<file path="src/rfhrp_pkg.sv">
// constants for the receive fifo host read port
// assumes a 250 MHz pclk and a 32-bit apb master
package rfhrp_pkg;
	localparam int W = 12;
	localparam int AW = 8;
	localparam int DEPTH = 256;
	localparam logic [8:0] DEPTH_C = 9'h100;
	localparam logic [8:0] FULL_LEVEL = 9'h0F8;
	localparam logic [8:0] HALF_LEVEL = 9'h080;
	localparam logic [2:0] CLEAR_CYCLES = 3'h7;
	localparam logic [2:0] DIV10_HALF = 3'h4;
	localparam logic [2:0] DIV12_HALF = 3'h5;
	// synchronised pin vector positions
	localparam int P_CLK = 0;
	localparam int P_QUAL = 1;
	localparam int P_CAS = 2;
	localparam int P_BYP = 3;
	localparam int P_AM = 4;
	localparam int P_CLR = 5;
	localparam int P_ST = 6;
	localparam int P_RST0 = 7;
	localparam int P_RST1 = 8;
	localparam int NPIN = 9;
	localparam logic [8:0] PIN_RESET = 9'h1FE;
	// register byte offsets
	localparam logic [7:0] OFS_CTRL = 8'h00;
	localparam logic [7:0] OFS_STATUS = 8'h04;
	localparam logic [7:0] OFS_INT_STAT = 8'h08;
	localparam logic [7:0] OFS_INT_EN = 8'h0C;
	localparam logic [7:0] OFS_INT_CLR = 8'h10;
	localparam logic [0:0] CTRL_RESET = 1'h0;
	localparam int CTRL_DIV12 = 0;
	// status fields
	localparam int ST_COUNT = 0;
	localparam int ST_EMPTY = 9;
	localparam int ST_FULL = 10;
	localparam int ST_HALF = 11;
	localparam int ST_BYPASS = 12;
	// event bits
	localparam int NEV = 5;
	localparam int EV_OVF = 0;
	localparam int EV_UNF = 1;
	localparam int EV_CLR = 2;
	localparam int EV_ST = 3;
	localparam int EV_FULL = 4;
	localparam logic [4:0] EV_RESET = 5'h00;
endpackage

</file>
<file path="src/rfhrp_top.sv">
// receive fifo, host read port, pin flags and apb status/interrupt block
// pins arrive asynchronously and are synchronised to pclk; the decoder
// and self-test matcher sit on pclk and feed wr_* and selftest_loop_done
//
// Added by the designer: the APB register port and the placing of the registers.
module rfhrp_top (
	input  wire logic                 pclk,
	input  wire logic                 presetn,
	input  wire logic                 psel,
	input  wire logic                 penable,
	input  wire logic                 pwrite,
	input  wire logic [7:0]           paddr,
	input  wire logic [31:0]          pwdata,
	output logic                      pready,
	output logic                      pslverr,
	output logic      [31:0]          prdata,
	output logic                      irq,
	input  wire logic [rfhrp_pkg::W-1:0] wr_data,
	input  wire logic                 wr_valid,
	output logic                      wr_ready,
	input  wire logic                 selftest_loop_done,
	input  wire logic                 rx_read_qualify,
	input  wire logic                 cascade_timing_select,
	input  wire logic                 fifo_bypass_n,
	input  wire logic                 device_address_match_n,
	input  wire logic                 rx_fifo_clear_n,
	input  wire logic                 rx_selftest_enable_n,
	input  wire logic [1:0]           chip_reset_n,
	input  wire logic                 rx_iface_clock_i,
	output logic                      rx_iface_clock_o,
	output logic                      rx_iface_clock_oe,
	input  wire logic [rfhrp_pkg::W-1:0] rx_parallel_bus_i,
	output logic      [rfhrp_pkg::W-1:0] rx_parallel_bus_o,
	output logic                      rx_parallel_bus_oe,
	output logic                      rx_full_flag_o,
	output logic                      rx_full_flag_oe,
	output logic                      rx_half_flag_o,
	output logic                      rx_half_flag_oe,
	output logic                      rx_empty_flag_o,
	output logic                      rx_empty_flag_oe,
	output logic                      sar_access
);
	logic [rfhrp_pkg::NPIN-1:0] pin_s1;
	logic [rfhrp_pkg::NPIN-1:0] pin_s2;
	logic                       clk_d;
	logic [rfhrp_pkg::W-1:0]    mem [rfhrp_pkg::DEPTH];
	logic [rfhrp_pkg::AW-1:0]   wr_ptr;
	logic [rfhrp_pkg::AW-1:0]   rd_ptr;
	logic [8:0]                 count;
	logic [8:0]                 next_count;
	logic [rfhrp_pkg::W-1:0]    out_reg;
	logic [2:0]                 div_cnt;
	logic                       gen_clk;
	logic [2:0]                 clr_cnt;
	logic                       ctrl_div12;
	logic [rfhrp_pkg::NEV-1:0]  int_stat;
	logic [rfhrp_pkg::NEV-1:0]  int_en;
	logic                       full_d;

	// the async pin vector, interface clock included, passes two flops;
	// pin_s1 is read by pin_s2 alone
	wire [rfhrp_pkg::NPIN-1:0] pins = {chip_reset_n, rx_selftest_enable_n,
		rx_fifo_clear_n, device_address_match_n, fifo_bypass_n,
		cascade_timing_select, rx_read_qualify, rx_iface_clock_i};

	always_ff @(posedge pclk or negedge presetn) begin
		if (!presetn) begin
			pin_s1 <= rfhrp_pkg::PIN_RESET;
			pin_s2 <= rfhrp_pkg::PIN_RESET;
			clk_d  <= 1'b0;
		end else begin
			pin_s1 <= pins;
			pin_s2 <= pin_s1;
			clk_d  <= pin_s2[rfhrp_pkg::P_CLK];
		end
	end

	wire fifo_mode = pin_s2[rfhrp_pkg::P_BYP];
	wire cascade   = pin_s2[rfhrp_pkg::P_CAS];
	wire qual_act  = cascade ? pin_s2[rfhrp_pkg::P_QUAL]
		: ~pin_s2[rfhrp_pkg::P_QUAL];
	wire am        = ~pin_s2[rfhrp_pkg::P_AM];
	wire clr_act   = ~pin_s2[rfhrp_pkg::P_CLR];
	wire st_act    = ~pin_s2[rfhrp_pkg::P_ST];
	wire both_rst  = ~pin_s2[rfhrp_pkg::P_RST0] & ~pin_s2[rfhrp_pkg::P_RST1];

	// bypass clock divider: pclk stands in for the serial bit clock
	wire [2:0] half_per = ctrl_div12 ? rfhrp_pkg::DIV12_HALF
		: rfhrp_pkg::DIV10_HALF;
	wire div_wrap = (div_cnt == half_per);
	wire gen_rise = div_wrap & ~gen_clk;
	wire host_rise = pin_s2[rfhrp_pkg::P_CLK] & ~clk_d;
	wire iface_rise = fifo_mode ? host_rise : gen_rise;

	always_ff @(posedge pclk or negedge presetn) begin
		if (!presetn) begin
			div_cnt <= 3'h0;
			gen_clk <= 1'b0;
		end else begin
			div_cnt <= div_wrap ? 3'h0 : div_cnt + 3'h1;
			gen_clk <= div_wrap ? ~gen_clk : gen_clk;
		end
	end

	// fifo bookkeeping
	wire empty_true = (count == 9'h000);
	wire do_wr = wr_valid & wr_ready;
	wire rd_try = iface_rise & fifo_mode & qual_act;
	wire do_rd = rd_try & ~empty_true;
	wire clr_fire = iface_rise & fifo_mode & am & clr_act
		& (clr_cnt == rfhrp_pkg::CLEAR_CYCLES);
	wire full_lvl = (count >= rfhrp_pkg::FULL_LEVEL);
	wire half_lvl = (count >= rfhrp_pkg::HALF_LEVEL);
	wire st_pulse = st_act & selftest_loop_done;

	always_comb begin
		next_count = count + {8'h00, do_wr} - {8'h00, do_rd};
		if (clr_fire)
			next_count = 9'h000;
	end

	always_ff @(posedge pclk) begin
		if (do_wr)
			mem[wr_ptr] <= wr_data;
	end

	always_ff @(posedge pclk or negedge presetn) begin
		if (!presetn) begin
			wr_ptr   <= 8'h00;
			rd_ptr   <= 8'h00;
			count    <= 9'h000;
			wr_ready <= 1'b0;
			clr_cnt  <= 3'h0;
		end else begin
			wr_ptr   <= clr_fire ? 8'h00 : wr_ptr + {7'h00, do_wr};
			rd_ptr   <= clr_fire ? 8'h00 : rd_ptr + {7'h00, do_rd};
			count    <= next_count;
			wr_ready <= (next_count != rfhrp_pkg::DEPTH_C);
			if (!(fifo_mode & am & clr_act))
				clr_cnt <= 3'h0;
			else if (iface_rise && clr_cnt != rfhrp_pkg::CLEAR_CYCLES)
				clr_cnt <= clr_cnt + 3'h1;
		end
	end

	// bypass output register catches each decoded character
	always_ff @(posedge pclk or negedge presetn) begin
		if (!presetn)
			out_reg <= '0;
		else if (wr_valid && !fifo_mode)
			out_reg <= wr_data;
	end

	// data bus; an empty read leaves the last value in place
	always_ff @(posedge pclk or negedge presetn) begin
		if (!presetn) begin
			rx_parallel_bus_o  <= '0;
			rx_parallel_bus_oe <= 1'b0;
			sar_access         <= 1'b0;
		end else begin
			if (do_rd)
				rx_parallel_bus_o <= mem[rd_ptr];
			else if (iface_rise && !fifo_mode && qual_act)
				rx_parallel_bus_o <= out_reg;
			rx_parallel_bus_oe <= qual_act;
			sar_access <= iface_rise & fifo_mode & qual_act & clr_act & am;
		end
	end

	// flags; full covers fifo level and self-test progress
	wire full_assert = st_pulse
		| (fifo_mode & am & qual_act & full_lvl);
	wire half_assert = fifo_mode & half_lvl;
	wire empty_assert = fifo_mode & empty_true;

	always_ff @(posedge pclk or negedge presetn) begin
		if (!presetn) begin
			rx_full_flag_o    <= 1'b1;
			rx_full_flag_oe   <= 1'b0;
			rx_half_flag_o    <= 1'b1;
			rx_half_flag_oe   <= 1'b0;
			rx_empty_flag_o   <= 1'b1;
			rx_empty_flag_oe  <= 1'b0;
			rx_iface_clock_o  <= 1'b0;
			rx_iface_clock_oe <= 1'b0;
		end else begin
			rx_full_flag_o    <= cascade ? full_assert : ~full_assert;
			rx_full_flag_oe   <= am;
			rx_half_flag_o    <= ~half_assert;
			rx_half_flag_oe   <= ~both_rst;
			rx_empty_flag_o   <= cascade ? empty_assert : ~empty_assert;
			rx_empty_flag_oe  <= am;
			rx_iface_clock_o  <= gen_clk;
			rx_iface_clock_oe <= ~fifo_mode;
		end
	end

	// apb slave, no wait state: pready rises in the first access cycle
	wire setup   = psel & ~penable;
	wire wr_done = psel & penable & pready & pwrite;
	wire hit_ctrl = (paddr == rfhrp_pkg::OFS_CTRL);
	wire hit_stat = (paddr == rfhrp_pkg::OFS_STATUS);
	wire hit_ist  = (paddr == rfhrp_pkg::OFS_INT_STAT);
	wire hit_ien  = (paddr == rfhrp_pkg::OFS_INT_EN);
	wire hit_iclr = (paddr == rfhrp_pkg::OFS_INT_CLR);
	wire mapped = hit_ctrl | hit_stat | hit_ist | hit_ien | hit_iclr;
	wire [31:0] status_word = {19'h00000, ~fifo_mode, half_assert,
		full_lvl, empty_true, count};
	wire [31:0] rd_mux;
	assign rd_mux = hit_ctrl ? {31'h00000000, ctrl_div12}
		: hit_stat ? status_word
		: hit_ist ? {27'h0000000, int_stat}
		: hit_ien ? {27'h0000000, int_en}
		: 32'h00000000;

	// events; a set in the cycle of a clear wins
	wire [rfhrp_pkg::NEV-1:0] ev;
	assign ev[rfhrp_pkg::EV_OVF]  = wr_valid & ~wr_ready;
	assign ev[rfhrp_pkg::EV_UNF]  = rd_try & empty_true;
	assign ev[rfhrp_pkg::EV_CLR]  = clr_fire;
	assign ev[rfhrp_pkg::EV_ST]   = st_pulse;
	assign ev[rfhrp_pkg::EV_FULL] = full_lvl & ~full_d;
	wire [rfhrp_pkg::NEV-1:0] clr_mask = (wr_done & hit_iclr)
		? pwdata[rfhrp_pkg::NEV-1:0] : '0;

	always_ff @(posedge pclk or negedge presetn) begin
		if (!presetn) begin
			pready     <= 1'b0;
			pslverr    <= 1'b0;
			prdata     <= 32'h00000000;
			ctrl_div12 <= rfhrp_pkg::CTRL_RESET;
			int_stat   <= rfhrp_pkg::EV_RESET;
			int_en     <= rfhrp_pkg::EV_RESET;
			irq        <= 1'b0;
			full_d     <= 1'b0;
		end else begin
			pready  <= setup;
			pslverr <= setup & ~mapped;
			prdata  <= (setup & ~pwrite) ? rd_mux : 32'h00000000;
			if (wr_done && hit_ctrl)
				ctrl_div12 <= pwdata[rfhrp_pkg::CTRL_DIV12];
			if (wr_done && hit_ien)
				int_en <= pwdata[rfhrp_pkg::NEV-1:0];
			int_stat <= (int_stat & ~clr_mask) | ev;
			irq      <= |(int_stat & int_en);
			full_d   <= full_lvl;
		end
	end

	// word at the read pointer, watched by the read data check
	wire [rfhrp_pkg::W-1:0] rd_word = mem[rd_ptr];
endmodule

</file>
<file path="config.mk">
export PLATFORM = sky130hd
export DESIGN_NAME = rfhrp_top
export DESIGN_NICKNAME = d
export VERILOG_FILES = /design/src/rfhrp_pkg.sv /design/src/rfhrp_top.sv
export SDC_FILE = /design/constraint.sdc
export NUM_CORES = 2
export LEC_CHECK = 0
export BUFFER_PORTS_ARGS = -buffer_cell sky130_fd_sc_hd__clkbuf_2
export CAP_MARGIN = 10
export CORE_MARGIN = 2
export CORE_UTILIZATION = 55
export DETAILED_ROUTE_END_ITERATION = 8
export HOLD_SLACK_MARGIN = 0.08
export PLACE_DENSITY = 0.79
export SLEW_MARGIN = 20
export SYNTH_ARGS = -nofsm -noshare
export SYNTH_HDL_FRONTEND = slang
export SYNTH_SLANG_ARGS = --single-unit
</file>
<file path="constraint.sdc">
create_clock -name pclk -period 4.7 [get_ports pclk]
set_clock_uncertainty 0.05 [all_clocks]
set_input_delay 0.94 -clock pclk [delete_from_list [all_inputs] [get_ports pclk]]
set_output_delay 0.94 -clock pclk [all_outputs]
set_load 0.02 [all_outputs]
</file>
Word-level counts from Yosys, hierarchy flattened:

Memory sizes are Yosys's and may differ from the RTL's.
Cells that the tools add are included.

* bitwise gates (word level): 57
* reductions and logical operators: 11
* $add $sub $neg: 6
* eq/ne operators: 9
* magnitude comparators: 2
* multiplexer cells: 21

Operator list (count)
* $mux W13: 3
* $and A1 B1 Y1: 29
* $mux W12: 2
* $not A1 Y1: 19
* $ge A9 B8 Y1 const B: 2
* $add A8 B1 Y8: 2
* $eq A8 B4 Y1 const B: 2
* $mux W8: 2
* $mux W5: 3
* $and A5 B5 Y5: 2
* $add A9 B1 Y9: 1
* $logic_not A9 Y1: 1
* $mux W3: 3
* $mux W9: 1
* $ne A9 B9 Y1 const B: 1
* $sub A9 B1 Y9: 1
* $eq A8 B3 Y1 const B: 1
* $eq A8 B5 Y1 const B: 1
* $logic_not A8 Y1: 1
* $mux W1: 7
* $add A3 B1 Y3 const B: 2
* $logic_and A1 B1 Y1: 6
* $not A5 Y5: 1
* $or A1 B1 Y1: 5
* 8 further kinds: 8

* output and inout bits: 58
* RAM bits: 3072
* flip-flop bits (word level): 113
* memories: 1

Memories
* mem: depth 256, bits a word 12, read ports 1, clocked after Yosys merged registers in 0, wr ports 1, line rfhrp_top.sv:46 `logic [rfhrp_pkg::W-1:0] mem [rfhrp_pkg::DEPTH];`

Longest topological paths before layout:

* depth after elaboration: 10
* depth in mapped cells: 17

Worst setup path after synthesis:

Ideal clock, no wire load.

* kind: register to register
* from: register pin_s2[3] (netlist bit)
* to: register wr_ready
* library setup time: 143 ps
* slack: 1455 ps
* cell stages (with the launch flop): 16
* arrival time: 3052 ps
* cells stage by stage: dfstp_2 -> inv_1 -> nor3b_1 -> nand3_1 -> inv_1 -> ha_1 -> inv_1 -> ha_1 -> fa_1 -> a21oi_1 -> o21bai_1 -> a21oi_1 -> o21ai_0 -> a21o_1 -> a21oi_1 -> o2111ai_1

* longest elaborated chain between the ends: 7
* elaborated cells between the ends (all ways): 10
* classes of those cells: add/sub: 1; eq/ne: 1; mux: 2; bitwise: 6

Ends and longest elaborated chain
* start: declaration: line rfhrp_top.sv:44 `logic [rfhrp_pkg::NPIN-1:0] pin_s2;`
* start signal: assignment: line rfhrp_top.sv:69 `pin_s2 <= rfhrp_pkg::PIN_RESET;`
* start signal: assignment: line rfhrp_top.sv:73 `pin_s2 <= pin_s1;`
* $mux W1: line rfhrp_top.sv:93 `wire iface_rise = fifo_mode ? host_rise : gen_rise;`
* $and A1 B1 Y1 (*): line rfhrp_top.sv:108, rfhrp_top.sv:110
* $and A1 B1 Y1, on equally long branches: line rfhrp_top.sv:108, rfhrp_top.sv:110
* $and A1 B1 Y1, on equally long branches: line rfhrp_top.sv:109, rfhrp_top.sv:110
* $sub A9 B1 Y9 or $and A1 B1 Y1 (tied branches): line rfhrp_top.sv:117, rfhrp_top.sv:111
* $mux W9 (*): line rfhrp_top.sv:118 `if (clr_fire)`
* named net next_count[8]: line rfhrp_top.sv:50 `logic [8:0] next_count;`
* $ne A9 B9 Y1 (*): line rfhrp_top.sv:138 `wr_ready <= (next_count != rfhrp_pkg::DEPTH_C);`
* end signal: assignment: line rfhrp_top.sv:138
* end: declaration: line rfhrp_top.sv:20 `output logic wr_ready,`

Mark *: on every way through the listed nets, which the timed path passes. The rest lies on a longest branch.
A chain may end at the register's enable or synchronous reset.

Worst setup path in the final report:

* from: register rd_ptr[2] (netlist bit)
* to: register rx_parallel_bus_o[9] (netlist bit)

* longest elaborated chain between the ends: 2

Ends and longest elaborated chain
* start: declaration: line rfhrp_top.sv:48 `logic [rfhrp_pkg::AW-1:0] rd_ptr;`
* start signal: assignment: line rfhrp_top.sv:136 `rd_ptr <= clr_fire ? 8'h00 : rd_ptr + {7'h00, do_rd};`
* $mem_v2 Z256 W12
* $mux W12: line rfhrp_top.sv:161 `if (do_rd)`
* end signal: assignment: line rfhrp_top.sv:162 `rx_parallel_bus_o <= mem[rd_ptr];`
* end signal: assignment: line rfhrp_top.sv:164 `rx_parallel_bus_o <= out_reg;`
* end: declaration: line rfhrp_top.sv:33 `output logic [rfhrp_pkg::W-1:0] rx_parallel_bus_o,`

No other way between the ends.

==> summary.txt <==
Logic synthesis
  – Post-synthesis mux area share: 0.145
  – Syn_area_per_cell: 20.1 sq um
  – Post-Synth Simple-Gate Area: 0.0267
  – EDFF count, synth: 3072
  – Post-Syn Instances: 6194
  – Post-Syn Area: 125000 sq um
  – Async SR Flop Fraction: 0.0355
  – #FFs+latches synth: 3185
  – Yosys warnings: 0
  – Post-synthesis sequential area ratio: 0.764
  – Post-synthesis adder-cell area fraction: 0.00297
  – Cell variety after synth: 80
  – Main combinational cell family by area after synthesis: multiplexers
  – Synth Area in XOR/XNOR: 0.00155
  – Synth Area in Compound Gates: 0.0389
  – Most used DFF post-synth: edfxtp_1

Layout
  – Most used cells in the layout excluding fill and tap cells: edfxtp_1 (3072), mux4_2 (569), buf_4 (462), mux2i_1 (458), nor2_1 (371)
  – Top Registers: mem x3072, prdata x13
  – Commonest non-fill, non-tap cell in the layout: edfxtp_1
  – Storage element area: 95100 sq um
  – Share of cells above drive strength 1: 0.241
  – Reg with most FFs: mem
  – Total Nets Final: 6848
  – Fillcell total: 14300
  – Multi-input logic area: 27000 sq um
  – Max reg flops: 3072
  – Area Growth Syn to Fin: 13.1%

Detailed routing
  – Final WL: 343000 um
  – Via density: 6.86
  – Highest metal used: met5
  – DRT Pass-1 Iters: 9
  – Metal1 wirelength: 113000 um
  – WL met3: 50300 um
  – Detailed Route Iter0 Violations: 12000
  – Number of routed nets with antenna violations: 0
  – Routed wire per std cell: 34.3 um
  – Remaining DRCs: 0
  – Met2 wire len: 156000 um
  – Vias: 68500

STA
  – RSZ-0062 raised after global routing: no
  – Hold WS: 219 ps
  – Hold Vio Cnt, Final: 0
  – Max-slew headroom: 0.169
  – Setup TNS: 0 ps
  – Max-slew violations: 0
  – Worst-margin pin slew: 1240 ps
  – Fin crit share: 0.876
  – FMAX: 243 MHz
  – Post-layout minimum cycle time: 4120 ps
  – Finish-stage setup viols: 0

Clock tree
  – Sink Count: 3185
  – Num CTS Buffers: 315
  – Setup Buffers After CTS: 0
  – CTS max path bufs: 4
  – Post-CTS Hold Buffers: 9
  – Post-CTS sizing: 0
  – TritonCTS clock tree: yes
  – Root Driver: clkbuf_16
  – CTS H-Tree Depth: 5
  – Clock transition at path regs: 70 ps
  – Worst skew pair latency: 960 ps

Min path
  – Worst Hold Class: in2reg
  – WHS Endpoint: int_en[4]
  – Cells on Worst Hold Path: 2
  – Start point of the worst hold path: pwdata[4]

Place
  – HPWL after DPL: 202000 um
  – I/O Buffers: 79
  – RePlAce Congestion: 0.909

Floorplanning
  – # IOs: 138
  – Rows: 174
  – Core box area: 225000 sq um
  – Die H: 480 um
  – Starting Density: 0.554
  – Die area: 230000 sq um
  – Die X: 480 um

GRT
  – Largest net degree at the start of global routing: 178
  – Number of global-route vias before repair: 67500
  – Antenna violations before repair: 18
  – Global-route wire length before repair: 486000 um
  – Grt ovf: 0
  – Total track usage: 0.296

Setup path
  – Worst setup EP type: flop
  – Worst endpoint required time: 5470 ps
  – R2R Setup Slk: 580 ps
  – R2r startpoint: rd_ptr[2]
  – Worst Path Max Fanout: 26
  – Worst endpoint data arrival time: 4890 ps
  – Nature of the critical path startpoint: flop
  – R2R cell count: 8
  – Capture point of the worst reg-to-reg path: rx_parallel_bus_o[9]
  – Setup CP Type: reg2reg

Power and ir drop
  – PwrDens: 549 nW/um^2
  – Maximum vdd drop: 542 uV
  – Leak: 46.0 nW

Run
  – Max Cap Violations: 0

Outcome
  – Status: finished clean
[report_power, final]
part           switching [mW]  internal, mW  leakage [nW]  total, mW
registers               0.541          31.6          29.0       32.1
clock network            10.4          14.1          4.81       24.5
logic                    12.5          8.23          12.2       20.7
[cell type report]
type | count | area share
clock buffers | 383 | 0.0588
clock inverters | 166 | 0.0111
well taps | 2992 | 0.0266
multi-input cells | 2613 | 0.192
repair buffers | 595 | 0.0353
diodes | 18 | 0.000320
inverters | 29 | 0.000844
flip-flops and latches | 3185 | 0.675
[synthesized netlist by cell type (24+ instances only)]
| cell | count | area [sq um] |
|---|---|---|
| edfxtp_1 | 3072 | 92200 |
| mux4_2 | 569 | 12800 |
| mux2i_1 | 458 | 4580 |
| nor2_1 | 380 | 1430 |
| clkbuf_1 | 157 | 589 |
| nand2_1 | 142 | 533 |
| a21oi_1 | 134 | 671 |
| o221ai_1 | 126 | 1100 |
| o22ai_1 | 114 | 713 |
| dfrtp_1 | 94 | 2350 |
| o21ai_0 | 84 | 420 |
| buf_6 | 70 | 788 |
| nand3_1 | 61 | 305 |
| a22oi_1 | 60 | 450 |
| buf_2 | 60 | 300 |
| buf_4 | 58 | 435 |
| nor3_1 | 54 | 270 |
| mux2_2 | 49 | 552 |
| a211oi_1 | 28 | 210 |
| ha_1 | 28 | 350 |
| inv_1 | 27 | 101 |
| and2_1 | 26 | 163 |
| a31oi_1 | 25 | 156 |
| nand4_1 | 24 | 150 |
[metrics by stage]
step           setup WS (ps)  utilization  std cells  area (sq um)  total power, mW
6_report                 582        0.626       9981        141000             77.4
4_1_cts                  716        0.626       9959        141000             77.0
3_5_place_dp             776        0.581       9401        131000             52.7
3_3_place_gp             813        0.581       9401        131000             52.3
5_1_grt                  512        0.626       9964        141000             79.0
2_1_floorplan           1460            -       6212        125000             46.0
[worst max-delay path: stages, from the launching register on]
cell	delay, ps
dfrtp_4	650
buf_4	350
nor2_2	750
buf_4	410
a21oi_1	110
a31o_2	320
a211oi_1	800
a2111oi_0	270
a31o_1	230
[layer usage]
metal / up-vias / track usage
met1: 34500 / 0.390
met5: - / 0.00104
met2: 6104 / 0.450
li1: 26600 / -
met4: 12 / 0.162
met3: 1221 / 0.0837
[cells by family after synthesis]
kind of cell	Yosys count
AOI/OAI and AO/OA	702
xor gates and xnor gates	22
adders and majority gates	29
buffers and inverters	414
DFF	3185
muxes	1082
other	1
and+or+nand+nor	759
[how the worst max path moves through the flow]
stage | startpoint | end | cells past startpoint
floorplan | pin_s2[3] | wr_ready | 15
global placement | rd_ptr[1] | rx_parallel_bus_o[6] | 8
detailed placement | rd_ptr[0] | rx_parallel_bus_o[6] | 8
CTS | rd_ptr[0] | rx_parallel_bus_o[9] | 8
global route | pin_s2[3] | wr_ready | 14
finish | rd_ptr[2] | rx_parallel_bus_o[9] | 8
Power figures use the tool's default switching activity.
